`config.mk`:
```
export PLATFORM = sky130hd
export DESIGN_NAME = dmarsp_regs
export DESIGN_NICKNAME = d
export VERILOG_FILES = /design/src/dmarsp_pkg.sv /design/src/dmarsp_fifo.sv /design/src/dmarsp_regs.sv
export VERILOG_INCLUDE_DIRS = /design/src
export SDC_FILE = /design/constraint.sdc
export NUM_CORES = 1
export LEC_CHECK = 0
export BUFFER_PORTS_ARGS = -buffer_cell sky130_fd_sc_hd__buf_2
export CAP_MARGIN = 0
export CORE_MARGIN = 8
export CORE_UTILIZATION = 50
export DETAILED_ROUTE_END_ITERATION = 6
export HOLD_SLACK_MARGIN = 0.03
export PLACE_DENSITY = 0.68
export SYNTH_ARGS = -nofsm -noshare
export SYNTH_HDL_FRONTEND = slang
export SYNTH_SLANG_ARGS = --single-unit
```
`constraint.sdc`:
```
create_clock -name core_clk -period 4.3 [get_ports core_clk]
set_input_delay 0.43 -clock core_clk [delete_from_list [all_inputs] [get_ports core_clk]]
set_output_delay 0.43 -clock core_clk [all_outputs]
set_load 0.01 [all_outputs]
```
`src/dmarsp_defs.svh`:
```
// register offsets, field positions, reset values and sizes of the dma register and status port
`ifndef DMARSP_DEFS_SVH
`define DMARSP_DEFS_SVH

// ==========================================
// word offsets
`define DMARSP_OFS_STATUS   3'h0
`define DMARSP_OFS_SRC      3'h1
`define DMARSP_OFS_DST      3'h2
`define DMARSP_OFS_LEN      3'h3
`define DMARSP_OFS_RSV4     3'h4
`define DMARSP_OFS_RSV5     3'h5
`define DMARSP_OFS_CTRL     3'h6
`define DMARSP_OFS_RSV7     3'h7

// ==========================================
// status bit positions
`define DMARSP_ST_DONE      0
`define DMARSP_ST_BUSY      1
`define DMARSP_ST_READ_SIDE_PACKET_END_FLAG      2
`define DMARSP_ST_WRITE_SIDE_PACKET_END_FLAG      3
`define DMARSP_ST_CZERO     4

// ==========================================
// control bit positions
`define DMARSP_CT_BYTE      0
`define DMARSP_CT_HALF      1
`define DMARSP_CT_WORD      2
`define DMARSP_CT_GO        3
`define DMARSP_CT_IEN       4
`define DMARSP_CT_READ_PACKET_END_ENABLE      5
`define DMARSP_CT_WRITE_PACKET_END_ENABLE      6
`define DMARSP_CT_COUNT_END_ENABLE      7
`define DMARSP_CT_RFIX      8
`define DMARSP_CT_WFIX      9
`define DMARSP_CT_DWORD     10
`define DMARSP_CT_QWORD     11
`define DMARSP_CT_SRST      12
`define DMARSP_CT_MSB       12

// ==========================================
// reset values and sizes
`define DMARSP_RST_WORD     32'h0000_0000
`define DMARSP_RST_CTRL     13'h0000
`define DMARSP_DATA_W       32
`define DMARSP_FIFO_DEPTH   16

`endif

```
`src/dmarsp_pkg.sv`:
```
// types shared by the dma register and status port
package dmarsp_pkg;
  typedef enum logic [0:0] {
    DMARSP_IDLE,
    DMARSP_RUN
  } dmarsp_state_t;
  typedef logic [31:0] dmarsp_word_t;
endpackage

```
`src/dmarsp_fifo.sv`:
```
// buffer between read master and write master
`timescale 1ns/1ps
module dmarsp_fifo #(
  parameter int W       = 32,
  parameter int DEPTH   = 16,
  parameter bit USE_MEM = 1'b0
) (
  input  wire logic         core_clk,   // system clock
  input  wire logic         reset,      // sync reset, active high
  input  wire logic         ce,         // clock enable
  input  wire logic         in_valid,   // write side valid
  output logic              in_ready,   // write side ready
  input  wire logic [W-1:0] in_data,    // write side data
  output logic              out_valid,  // read side valid
  input  wire logic         out_ready,  // read side ready
  output logic      [W-1:0] out_data    // read side data
);
  localparam int AW = $clog2(DEPTH);

  logic [W-1:0] store [DEPTH];
  logic [AW:0]  wr_ptr;
  logic [AW:0]  rd_ptr;
  logic [AW:0]  next_wr_ptr;
  logic [AW:0]  next_rd_ptr;
  logic         push;
  logic         pop;

  assign in_ready  = !((wr_ptr[AW] != rd_ptr[AW]) && (wr_ptr[AW-1:0] == rd_ptr[AW-1:0]));
  assign out_valid = (wr_ptr != rd_ptr);
  assign out_data  = store[rd_ptr[AW-1:0]];
  assign push      = ce && in_valid && in_ready;
  assign pop       = ce && out_valid && out_ready;

  always_comb begin
    next_wr_ptr = push ? wr_ptr + 1'b1 : wr_ptr;
    next_rd_ptr = pop ? rd_ptr + 1'b1 : rd_ptr;
  end

  always_ff @(posedge core_clk) begin
    if (reset) begin
      wr_ptr <= '0;
      rd_ptr <= '0;
    end else begin
      wr_ptr <= next_wr_ptr;
      rd_ptr <= next_rd_ptr;
    end
  end

  // memory build leaves contents unreset so the array maps onto ram blocks
  generate
    if (USE_MEM) begin : g_mem
      always_ff @(posedge core_clk) begin
        if (push) begin
          store[wr_ptr[AW-1:0]] <= in_data;
        end
      end
    end else begin : g_reg
      always_ff @(posedge core_clk) begin
        if (reset) begin
          for (int i = 0; i < DEPTH; i++) begin
            store[i] <= '0;
          end
        end else if (push) begin
          store[wr_ptr[AW-1:0]] <= in_data;
        end
      end
    end
  endgenerate
endmodule

```
`src/dmarsp_regs.sv`:
```
// register window, status flags and transfer gating of the dma engine
`timescale 1ns/1ps
`include "dmarsp_defs.svh"

// Summary of operation
// [RULE_01] five usable 32-bit registers live in an eight-word window
// [RULE_02] word 1 holds the read/write source start address
// [RULE_03] word 2 holds the read/write destination start address
// [RULE_04] word 3 holds the transfer length in bytes, read/write
// [RULE_05] words 4, 5, 7 are reserved; here they read zero, writes ignored
// [RULE_06] software writes zero to reserved bits and ignores their read value
// [RULE_07] done sets on a packet end or when the length is fully moved
// [RULE_08] writing the status register clears done, count zero and both packet flags
// [RULE_09] busy reads one while a transaction runs, zero otherwise
// [RULE_10] status bit 2 marks an end caused by read-side packet end
// [RULE_11] status bit 3 marks an end caused by write-side packet end
// [RULE_12] count zero flag sets when the length counts down to zero
// [RULE_13] reading status never changes any flag
// [RULE_14] source address gives first read location, width fixed at build
// [RULE_15] each transfer width is enabled by a build option, disabled logic dropped
// [RULE_16] a build option builds the buffer from memory blocks instead of flops
// [RULE_17] control bits 0..12 are the documented width, enable and reset fields
// [RULE_18] interrupt is high exactly while done and interrupt enable are set
// [RULE_19] length drops per written value and never below zero
// [RULE_20] transfers run only with run enable set and length non-zero
// [RULE_21] slave offsets are word indices, one whole register each
module dmarsp_regs
  import dmarsp_pkg::*;
#(
  parameter bit ALLOW_BYTE  = 1'b1,
  parameter bit ALLOW_HALF  = 1'b1,
  parameter bit ALLOW_WORD  = 1'b1,
  parameter bit ALLOW_DWORD = 1'b1,
  parameter bit ALLOW_QWORD = 1'b1,
  parameter bit FIFO_MEM    = 1'b0
) (
  input  wire logic                      core_clk,    // system clock
  input  wire logic                      reset,       // sync reset, active high
  input  wire logic                      ce,          // clock enable, freezes all state
  input  wire logic [2:0]                slv_address, // word index
  input  wire logic                      slv_write,   // write strobe
  input  wire logic                      slv_read,    // read strobe
  input  wire logic [31:0]               slv_wdata,   // write data
  output logic      [31:0]               slv_rdata,   // read data, one cycle after read
  output logic                           irq,         // interrupt request
  output logic      [31:0]               src_addr,    // source start address
  output logic      [31:0]               dst_addr,    // destination start address
  output logic                           src_fixed,   // source address held constant
  output logic                           dst_fixed,   // destination address held constant
  output logic      [4:0]                width_sel,   // byte..quad width bits, copied from control
  output logic                           run,         // transfer enable to masters
  input  wire logic                      rd_eop,      // read-side packet end pulse
  input  wire logic                      wr_eop,      // write-side packet end pulse
  input  wire logic                      rd_valid,    // read master data valid
  output logic                           rd_ready,    // buffer can take read data
  input  wire logic [`DMARSP_DATA_W-1:0] rd_data,     // read master data
  output logic                           wr_valid,    // data for write master
  input  wire logic                      wr_ready,    // write master accepts data
  output logic      [`DMARSP_DATA_W-1:0] wr_data      // data to write master
);

  // ==========================================
  // bytes moved per written value
  function automatic logic [4:0] step_bytes(input logic [`DMARSP_CT_MSB:0] c);
    step_bytes = 5'h00;
    if (ALLOW_BYTE && c[`DMARSP_CT_BYTE]) step_bytes = 5'h01; // RULE_15
    else if (ALLOW_HALF && c[`DMARSP_CT_HALF]) step_bytes = 5'h02;
    else if (ALLOW_WORD && c[`DMARSP_CT_WORD]) step_bytes = 5'h04;
    else if (ALLOW_DWORD && c[`DMARSP_CT_DWORD]) step_bytes = 5'h08;
    else if (ALLOW_QWORD && c[`DMARSP_CT_QWORD]) step_bytes = 5'h10;
  endfunction

  dmarsp_state_t              state;
  dmarsp_state_t              next_state;
  logic [31:0]                length;
  logic [31:0]                next_length;
  logic [31:0]                next_src_addr;
  logic [31:0]                next_dst_addr;
  logic [`DMARSP_CT_MSB:0]    ctrl;
  logic [`DMARSP_CT_MSB:0]    next_ctrl;
  logic                       done;
  logic                       next_done;
  logic                       read_side_packet_end_flag;
  logic                       next_read_side_packet_end_flag;
  logic                       write_side_packet_end_flag;
  logic                       next_write_side_packet_end_flag;
  logic                       czero;
  logic                       next_czero;
  logic                       srst_armed;
  logic                       next_srst_armed;
  logic                       srst;
  logic                       next_srst;
  logic [31:0]                next_rdata;
  logic                       int_rst;
  logic                       wr_st;
  logic                       wr_src;
  logic                       wr_dst;
  logic                       wr_len;
  logic                       wr_ctl;
  logic [4:0]                 step;
  logic                       beat;
  logic                       fifo_out_valid;
  logic                       fifo_out_ready;
  logic [31:0]                status_word;

  // second write of one to the reset trigger behaves like a system reset
  assign int_rst = reset || srst;

  // ==========================================
  // address decode
  always_comb begin
    wr_st  = 1'b0;
    wr_src = 1'b0;
    wr_dst = 1'b0;
    wr_len = 1'b0;
    wr_ctl = 1'b0;
    if (!slv_write) begin
      wr_st = 1'b0;
    end else if (slv_address == `DMARSP_OFS_STATUS) begin // RULE_21
      wr_st = 1'b1;
    end else if (slv_address == `DMARSP_OFS_SRC) begin
      wr_src = 1'b1;
    end else if (slv_address == `DMARSP_OFS_DST) begin
      wr_dst = 1'b1;
    end else if (slv_address == `DMARSP_OFS_LEN) begin
      wr_len = 1'b1;
    end else if (slv_address == `DMARSP_OFS_CTRL) begin
      wr_ctl = 1'b1;
    end
  end

  // ==========================================
  // transfer gating and buffer
  assign step           = step_bytes(ctrl);
  assign run            = (state == DMARSP_RUN) && ctrl[`DMARSP_CT_GO] && (length != '0); // RULE_20
  assign wr_valid       = fifo_out_valid && run;
  assign fifo_out_ready = wr_ready && run;
  assign beat           = wr_valid && wr_ready;
  assign src_fixed      = ctrl[`DMARSP_CT_RFIX];
  assign dst_fixed      = ctrl[`DMARSP_CT_WFIX];
  assign width_sel      = {ctrl[`DMARSP_CT_QWORD], ctrl[`DMARSP_CT_DWORD], ctrl[`DMARSP_CT_WORD],
                           ctrl[`DMARSP_CT_HALF], ctrl[`DMARSP_CT_BYTE]};
  assign irq            = done && ctrl[`DMARSP_CT_IEN]; // RULE_18

  dmarsp_fifo #(
    .W       (`DMARSP_DATA_W),
    .DEPTH   (`DMARSP_FIFO_DEPTH),
    .USE_MEM (FIFO_MEM)
  ) u_fifo (
    .core_clk  (core_clk),
    .reset     (int_rst),
    .ce        (ce),
    .in_valid  (rd_valid),
    .in_ready  (rd_ready),
    .in_data   (rd_data),
    .out_valid (fifo_out_valid),
    .out_ready (fifo_out_ready),
    .out_data  (wr_data)
  ); // RULE_16

  // ==========================================
  // next state of registers and flags
  always_comb begin
    logic end_r;
    logic end_w;
    logic end_l;
    end_r           = 1'b0;
    end_w           = 1'b0;
    end_l           = 1'b0;
    next_state      = state;
    next_length     = length;
    next_src_addr   = wr_src ? slv_wdata : src_addr; // RULE_02 RULE_14
    next_dst_addr   = wr_dst ? slv_wdata : dst_addr; // RULE_03
    next_ctrl       = wr_ctl ? slv_wdata[`DMARSP_CT_MSB:0] : ctrl; // RULE_17 RULE_06
    next_srst_armed = srst_armed;
    next_srst       = 1'b0;
    // clear first, so an event in the same cycle still sets its flag
    next_done       = wr_st ? 1'b0 : done; // RULE_08
    next_read_side_packet_end_flag       = wr_st ? 1'b0 : read_side_packet_end_flag;
    next_write_side_packet_end_flag       = wr_st ? 1'b0 : write_side_packet_end_flag;
    next_czero      = wr_st ? 1'b0 : czero;
    if (wr_len) begin
      next_length = slv_wdata; // RULE_04
    end else if (beat) begin
      next_length = (length > 32'(step)) ? length - 32'(step) : '0; // RULE_19
      if (length <= 32'(step)) begin
        next_czero = 1'b1; // RULE_12
        end_l      = ctrl[`DMARSP_CT_COUNT_END_ENABLE];
      end
    end
    if (wr_ctl && slv_wdata[`DMARSP_CT_SRST]) begin
      next_srst_armed = !srst_armed;
      next_srst       = srst_armed;
    end
    case (state)
      DMARSP_IDLE: begin
        if (ctrl[`DMARSP_CT_GO] && (length != '0) && !done) begin
          next_state = DMARSP_RUN;
        end
      end
      DMARSP_RUN: begin
        end_r = rd_eop && ctrl[`DMARSP_CT_READ_PACKET_END_ENABLE];
        end_w = wr_eop && ctrl[`DMARSP_CT_WRITE_PACKET_END_ENABLE];
        if (end_r) begin
          next_read_side_packet_end_flag = 1'b1; // RULE_10
        end
        if (end_w) begin
          next_write_side_packet_end_flag = 1'b1; // RULE_11
        end
        if (end_r || end_w || end_l) begin
          next_done  = 1'b1; // RULE_07
          next_state = DMARSP_IDLE;
        end else if (!ctrl[`DMARSP_CT_GO]) begin
          next_state = DMARSP_IDLE;
        end
      end
      default: begin
        next_state = DMARSP_IDLE;
      end
    endcase
  end

  // ==========================================
  // read data; reserved words answer zero
  assign status_word = {27'h0, czero, write_side_packet_end_flag, read_side_packet_end_flag, (state == DMARSP_RUN), done}; // RULE_09

  always_comb begin
    next_rdata = `DMARSP_RST_WORD;
    if (!slv_read) begin
      next_rdata = slv_rdata;
    end else if (slv_address == `DMARSP_OFS_STATUS) begin
      next_rdata = status_word; // RULE_13
    end else if (slv_address == `DMARSP_OFS_SRC) begin
      next_rdata = src_addr;
    end else if (slv_address == `DMARSP_OFS_DST) begin
      next_rdata = dst_addr;
    end else if (slv_address == `DMARSP_OFS_LEN) begin
      next_rdata = length;
    end else if (slv_address == `DMARSP_OFS_CTRL) begin
      next_rdata = {19'h0, ctrl};
    end else begin
      next_rdata = `DMARSP_RST_WORD; // RULE_05 RULE_01
    end
  end

  always_ff @(posedge core_clk) begin
    if (int_rst) begin
      state      <= DMARSP_IDLE;
      length     <= `DMARSP_RST_WORD;
      src_addr   <= `DMARSP_RST_WORD;
      dst_addr   <= `DMARSP_RST_WORD;
      ctrl       <= `DMARSP_RST_CTRL;
      done       <= 1'b0;
      read_side_packet_end_flag       <= 1'b0;
      write_side_packet_end_flag       <= 1'b0;
      czero      <= 1'b0;
      srst_armed <= 1'b0;
      srst       <= 1'b0;
      slv_rdata  <= `DMARSP_RST_WORD;
    end else if (ce) begin
      state      <= next_state;
      length     <= next_length;
      src_addr   <= next_src_addr;
      dst_addr   <= next_dst_addr;
      ctrl       <= next_ctrl;
      done       <= next_done;
      read_side_packet_end_flag       <= next_read_side_packet_end_flag;
      write_side_packet_end_flag       <= next_write_side_packet_end_flag;
      czero      <= next_czero;
      srst_armed <= next_srst_armed;
      srst       <= next_srst;
      slv_rdata  <= next_rdata;
    end
  end

  // ==========================================
  // checks
  property p_status_clear;
    @(posedge core_clk) disable iff (int_rst)
    (ce && wr_st && !beat && !rd_eop && !wr_eop) |=> (!done && !read_side_packet_end_flag && !write_side_packet_end_flag && !czero);
  endproperty
  a_status_clear: assert property (p_status_clear) else $error("status write left a flag set"); // RULE_08

  property p_read_quiet;
    @(posedge core_clk) disable iff (reset)
    (ce && slv_read && !slv_write && !beat && !rd_eop && !wr_eop && !srst && state == DMARSP_IDLE)
      |=> ($stable(done) && $stable(read_side_packet_end_flag) && $stable(write_side_packet_end_flag) && $stable(czero));
  endproperty
  a_read_quiet: assert property (p_read_quiet) else $error("status read changed a flag"); // RULE_13

  property p_busy_start;
    @(posedge core_clk) disable iff (int_rst)
    (ce && state == DMARSP_IDLE && ctrl[`DMARSP_CT_GO] && length != '0 && !done && !wr_st && !wr_ctl)
      |=> status_word[`DMARSP_ST_BUSY];
  endproperty
  a_busy_start: assert property (p_busy_start) else $error("busy did not rise on start"); // RULE_09

  property p_len_floor;
    @(posedge core_clk) disable iff (int_rst)
    (ce && beat && !wr_len && length <= 32'(step)) |=> (length == '0 && czero);
  endproperty
  a_len_floor: assert property (p_len_floor) else $error("length passed below zero"); // RULE_19 RULE_12

  property p_no_go;
    @(posedge core_clk) disable iff (int_rst)
    (!ctrl[`DMARSP_CT_GO] || length == '0)
      |-> (!wr_valid ##1 (!$past(ce) || $past(wr_len) || length == $past(length)));
  endproperty
  a_no_go: assert property (p_no_go) else $error("transfer offered while stopped"); // RULE_20

  property p_read_side_packet_end_flag_end;
    @(posedge core_clk) disable iff (int_rst)
    (ce && state == DMARSP_RUN && rd_eop && ctrl[`DMARSP_CT_READ_PACKET_END_ENABLE]) |=> (done && read_side_packet_end_flag && state == DMARSP_IDLE);
  endproperty
  a_read_side_packet_end_flag_end: assert property (p_read_side_packet_end_flag_end) else $error("read packet end did not finish"); // RULE_10 RULE_07

  property p_write_side_packet_end_flag_end;
    @(posedge core_clk) disable iff (int_rst)
    (ce && state == DMARSP_RUN && wr_eop && ctrl[`DMARSP_CT_WRITE_PACKET_END_ENABLE]) |=> (done && write_side_packet_end_flag);
  endproperty
  a_write_side_packet_end_flag_end: assert property (p_write_side_packet_end_flag_end) else $error("write packet end did not finish"); // RULE_11

  property p_irq_follow;
    @(posedge core_clk) disable iff (int_rst)
    (ce && state == DMARSP_RUN && rd_eop && ctrl[`DMARSP_CT_READ_PACKET_END_ENABLE] && ctrl[`DMARSP_CT_IEN] && !wr_ctl)
      |=> irq;
  endproperty
  a_irq_follow: assert property (p_irq_follow) else $error("interrupt missing after end"); // RULE_18

  property p_src_write;
    @(posedge core_clk) disable iff (int_rst)
    (ce && wr_src) |=> (src_addr == $past(slv_wdata));
  endproperty
  a_src_write: assert property (p_src_write) else $error("source address not stored"); // RULE_02
endmodule

```
* After elaboration in Yosys (flattened, before gate mapping) *
Memory sizes are Yosys's and may differ from the RTL's. A register that Yosys moved wholly into a read port is not among the register bits.
Index checks and enable logic that the tools add are counted.

word-level totals
  bits in registers = 158
  bits in writable memories = 512
  bits of input ports = 76
  output and inout bits = 139
  word-level logic and storage cells = 124
  memories kept = 1

cells by class
  add/subtract/negate cells = 3
  order comparisons = 2
  eq/ne operators = 7
  multiplexer cells = 64
  bitwise logic cells = 1
  reduce and logical (&&, ||, !) cells = 32

memories
  memory        depth  width  read ports  clocked after memory_dff  wr ports  line               RTL
  u_fifo.store  16     32     1           1                         16        dmarsp_fifo.sv:20  logic [W-1:0] store [DEPTH];

operator list
  cell                                                 number
  two-way mux 32 bit                                   8
  two-way mux 1 bit                                    46
  > comparator 32 x 5 -> 1 bit                         1
  less-or-equal comparator 32 x 5 -> 1 bit             1
  nonzero test 32 bit                                  1
  OR reduction 32 bit                                  1
  subtractor 32 x 5 -> 32 bit                          1
  two-way mux 5 bit                                    5
  logical AND 1 bit                                    16
  two-way mux 13 bit                                   1
  two-way mux 4 bit                                    3
  AND reduction 2 bit                                  6
  adder 5 x 1 -> 5 bit, second input constant          2
  equality test 3 x 2 -> 1 bit, second input constant  2
  != test 5 bit                                        1
  equality test 4 bit                                  1
  equality test 3 x 1 -> 1 bit, second input constant  1
  equality test 3 bit, second input constant           1
  logical NOT 1 bit                                    3
  logical NOT 3 bit                                    1
  logical OR 1 bit                                     3
  case mux 1 bit (2 select lines)                      1
  nonzero test 2 bit                                   1
  != test 1 bit                                        1
  inverter 1 bit                                       1

* Depth between registers and ports, before layout *
  depth in word-level cells = 12
  gate-level depth with buffers = 11
  depth with buffers taken out = 10

* Modules after synthesis *
A second synthesis with hierarchy kept.

unflattened totals
  cell total of the unflattened synthesis = 2,479
  area total of the unflattened synthesis = 30,424.2 um^2

modules (own cells, without submodules)
  module       times used  cells an instance  area each (um^2)  sequential area each (um^2)
  dmarsp_fifo  1           1,534              23,196.0          15,655.0
  dmarsp_regs  1           945                7,228.2           2,962.8

* Worst setup path after synthesis *
OpenSTA, ideal clock, no wires.

  path kind = in2reg
  from = input ce
  to = memory u_fifo.store[12][0] (enable)
  setup time = 0.466 ns
  data arrival time = 3.622 ns
  required time = 3.834 ns
  setup slack = 0.212 ns
  cell stages on the path = 5
  path buffers = 1
  cells stage by stage = clkbuf_1 > nand2_1 > a21oi_2 > nand3_1 > o21ai_0

RTL lines
  element          line               RTL
  start, declared  dmarsp_regs.sv:39  input wire logic ce,
  end, declared    dmarsp_fifo.sv:20

==> qor.log <==
qor: pwr.fraction_of_power_consumed_by_the_clock_network 43.0%
qor: clock_tree.clockRootBuffer clkbuf_16
qor: layout.multi_input_area 0.01152 sq mm
qor: timing.grt_setup_unrepaired false
qor: clock_tree.clkTransAtPathRegs 0.06 ns
qor: yosys.ys_async_sr_fraction 0%
qor: global_routing.maximum_number_of_pins_on_one_net_before_global_route_repair 73
qor: floorplanning.num_io_pins 215
qor: timing.period_utilization_post_route 82.12%
qor: layout.final-seq-area 0.01863 sq mm
qor: clock_tree.htree_levels 3
qor: clock_tree.clk-insertion-delay-late 0.61 ns
qor: layout.final_util 57.29%
qor: yosys.synth-compound-area-share 5.698%
qor: layout.final_area 0.03516 sq mm
qor: placement.placement.io_buffers 214
qor: critical_path.critical_path.reg2reg.endpoint u_fifo.store[12][5]$_SDFFCE_PN0P_
qor: floorplanning.dieArea 0.06981 sq mm
qor: global_routing.track_usage 23.04%
qor: clock_tree.cts_hold_buffers 0
qor: floorplanning.rows 91
qor: worst_hold_path.number_of_cells_on_the_worst_hold_path 3
qor: global_routing.grt_antenna_before_repair 3
qor: placement.placed_area 0.03285 sq mm
qor: clock_tree.post_cts.resized_instances 0
qor: critical_path.worst_path_class_setup flip-flop to output port
qor: run_status.run_status completed
qor: timing.count_of_pins_over_their_slew_limit 0
qor: yosys.yosys_most_used_dff edfxtp_1
qor: worst_hold_path.hp-start slv_wdata[17]
qor: timing.setup-violations-final 0
qor: floorplanning.initial_core_util 50.20%
qor: clock_tree.clock_path_buffers 3
qor: timing.whs 0.09379 ns
qor: critical_path.critical_path_peak_fanout 38
qor: timing.period_minus_slack 3.531 ns
qor: floorplanning.core-area 0.06137 sq mm
qor: layout.final_nets 2,610
qor: pwr.share_comb_of_total_power 5.6%
qor: pwr.powerDensity 400.6 mW/mm^2
qor: layout.fill_cells 4,808
qor: route.drt_wl_total 81.48 mm
qor: yosys.synthXorXnorAreaFrac 0.4264%
qor: yosys.synth.yosys.warnings 0
qor: yosys.yosys-mux-area-fraction 12.88%
qor: yosys.synth_simple_gate_area_share 17.25%
qor: clock_tree.post-cts-setup-buffer-count 0
qor: critical_path.r2r_cells 6
qor: global_routing.grt-ovfl-total 0
qor: pwr.peakVddDrop 284.5 uV
qor: yosys.post_synth_design_cell_area 0.03081 sq mm
qor: pwr.net_switching_share_of_the_total_power 22.22%
qor: timing.fin_setup_tns 0 ns
qor: global_routing.vias_in_the_first_global_route 20,530
qor: critical_path.worst_r2r_startpoint u_fifo.wr_ptr[3]$_SDFFE_PP0P_
qor: timing.fin_skew 0.02300 ns
qor: timing.clock.fmax 0.2832 GHz
qor: pwr.power.share.sequential 51.5%
qor: pwr.fin_total_pwr 14.08 mW
qor: layout.area.growth.synth_to_final 14.13%
qor: clock_tree.numClockSinks 674
qor: critical_path.cp-end-kind output port
qor: route.drc_errors 0
qor: timing.worst_slew_pin_slew 1.107 ns
qor: critical_path.rrSetupSlack 0.98 ns
qor: worst_hold_path.hold_end dst_addr[17]$_SDFFE_PP0P_
qor: yosys.synth_top_family_by_area simple AND/OR/NAND/NOR gates
qor: route.drt-initial-drc-count 1,996
qor: clock_tree.numCtsBuffers 73
qor: critical_path.crit_arrival 3.10 ns
qor: timing.timing.max_slew.rel_slack 26.22%
qor: yosys.synth_fa_ha_area_share 0.4711%
qor: yosys.yosys.cell_types.count 67
qor: yosys.yosys_register_bits 674
qor: floorplanning.floorplan.die.width 264.2 um
qor: yosys.synthesis.nets 2,459
qor: worst_hold_path.min_delay_path_class primary input to flip-flop
qor: timing.hold_violations 0
qor: pwr.p_leak 12.88 nW
qor: route.via_per_inst 5.922
qor: route.num_vias 19,950
qor: critical_path.start_kind flip-flop
qor: clock_tree.cts_tree yes
qor: yosys.post_synth.cell_area_avg 12.99 sq um
qor: pwr.switching_power 3.129 mW
qor: yosys.synth.yosys.seq_area_share 60.43%
qor: placement.place_congestion 0.8563
qor: placement.detailed_place_hpwl 51.52 mm
qor: layout.fraction_of_layout_cells_with_a_size_suffix_above_1 24.02%
qor: critical_path.cp.required 3.87 ns
qor: pwr.internal_power 10.95 mW
qor: yosys.synth-edff-count 512
qor: floorplanning.floorplan.die.height 264.2 um
qor: global_routing.grt_first_pass_wirelength 124.6 mm
qor: yosys.synthCells 2,372
qor: route.firstDrtPassIters 6
qor: flow_run.max_cap_viol_count 0
qor: route.ant_nets 0
qor: route.wl_per_cell 24.19 um
-- placed cells by master (no fill, tap or decap), types with 35 or more instances in the layout --
cell       instances
o21ai_0           39
nor3_1            35
and2_1           519
edfxtp_1         512
mux4_2           160
a21oi_1          134
nand2_1          244
dfxtp_1          158
nor2_1            76
clkbuf_16         75
buf_4             58
buf_2            214
-- worst max-delay path, cell delays in order, from the launching register on --
cell	delay, ns
dfxtp_4	0.80
buf_12	0.39
mux4_2	0.57
mux4_2	0.55
buf_2	0.17
-- through the flow --
step                instances  worst slack (ns)
floorplan                2372            0.2124
global placement         3238             1.063
detailed placement       3238            0.9608
CTS                      3367            0.6702
global route             3367            0.5843
finish                   3369            0.7691
-- routing by layer --
metal / routed length, um / up-vias / track usage (%) / part of all wire [%]
met3: 6244 / 119 / 4.472 / 7.7
met1: 33340 / 10110 / 30.52 / 41
met5: 8 / - / 0 / 0.0098
li1: - / 8909 / - / -
met2: 40040 / 809 / 38.63 / 49
met4: 1852 / 2 / 6.422 / 2.3
-- final cells by class --
| class | count | share of cell area, % |
|---|---|---|
| Clock buffer | 104 | 5.847 |
| Sequential cell | 674 | 52.98 |
| Clock inverter | 25 | 0.6975 |
| Inverter | 8 | 0.08541 |
| Antenna cell | 2 | 0.01423 |
| Multi-Input combinational cell | 1485 | 32.77 |
| Timing Repair Buffer | 281 | 4.797 |
| Tap cell | 790 | 2.811 |
-- kinds of logic (layout without fill, tap and decap cells) --
kind of cell / after synthesis / in the layout
compound gates: 287 / 287
buf+inv: 213 / 418
fa+ha+maj: 11 / 11
other cells: 0 / 2
xor+xnor: 15 / 15
simple gates: 978 / 978
flops: 674 / 674
mux: 194 / 194
-- synth_stat cells (all sizes together) (13+ instances only) --
| cell | count | area, sq um |
|---|---|---|
| a21oi | 135 | 679.4 |
| a221oi | 17 | 148.9 |
| and2 | 519 | 3247 |
| buf | 41 | 227.7 |
| clkbuf | 164 | 616.8 |
| dfxtp | 162 | 3243 |
| edfxtp | 512 | 15370 |
| mux2 | 19 | 214.0 |
| mux2i | 15 | 150.1 |
| mux4 | 160 | 3603 |
| nand2 | 246 | 925.9 |
| nand2b | 13 | 81.33 |
| nand3 | 14 | 75.07 |
| nor2 | 92 | 347.8 |
| nor3 | 39 | 215.2 |
| o21ai | 65 | 329.1 |
-- power by group through the flow --
stage	sequential (mW)	clock (mW)	combinational, mW
final	7.25	6.05	0.783
after global routing	7.26	6.39	0.840
after floorplan	7.38	0	0.443
after global placement	7.37	0	0.767
after CTS	7.25	6.15	0.783
after detailed placement	7.39	0	0.780
-- how the worst max path moves through the flow --
stage / startpoint / endpoint / slack, ns / cells past startpoint
finish: flip-flop / wr_data[2] / 0.77 / 4
global placement: u_fifo.wr_ptr[3]$_SDFFE_PP0P_ / u_fifo.store[3][10]$_SDFFCE_PN0P_ / 1.06 / 7
floorplan: ce / u_fifo.store[12][0]$_SDFFCE_PN0P_ / 0.21 / 5
detailed placement: u_fifo.wr_ptr[3]$_SDFFE_PP0P_ / u_fifo.store[3][10]$_SDFFCE_PN0P_ / 0.96 / 7
global route: flip-flop / wr_data[4] / 0.58 / 4
CTS: flip-flop / wr_data[4] / 0.67 / 4
-- registers in the layout (all words and copies together), names as in the netlist, 5 cells and up, named ones only --
signal	cells
dst_addr	32
ctrl	13
u_fifo.store	512
src_addr	32
u_fifo.wr_ptr	5
u_fifo.rd_ptr	5
slv_rdata	32
length	32
No activity file was read; power rests on OpenSTA's default activity.
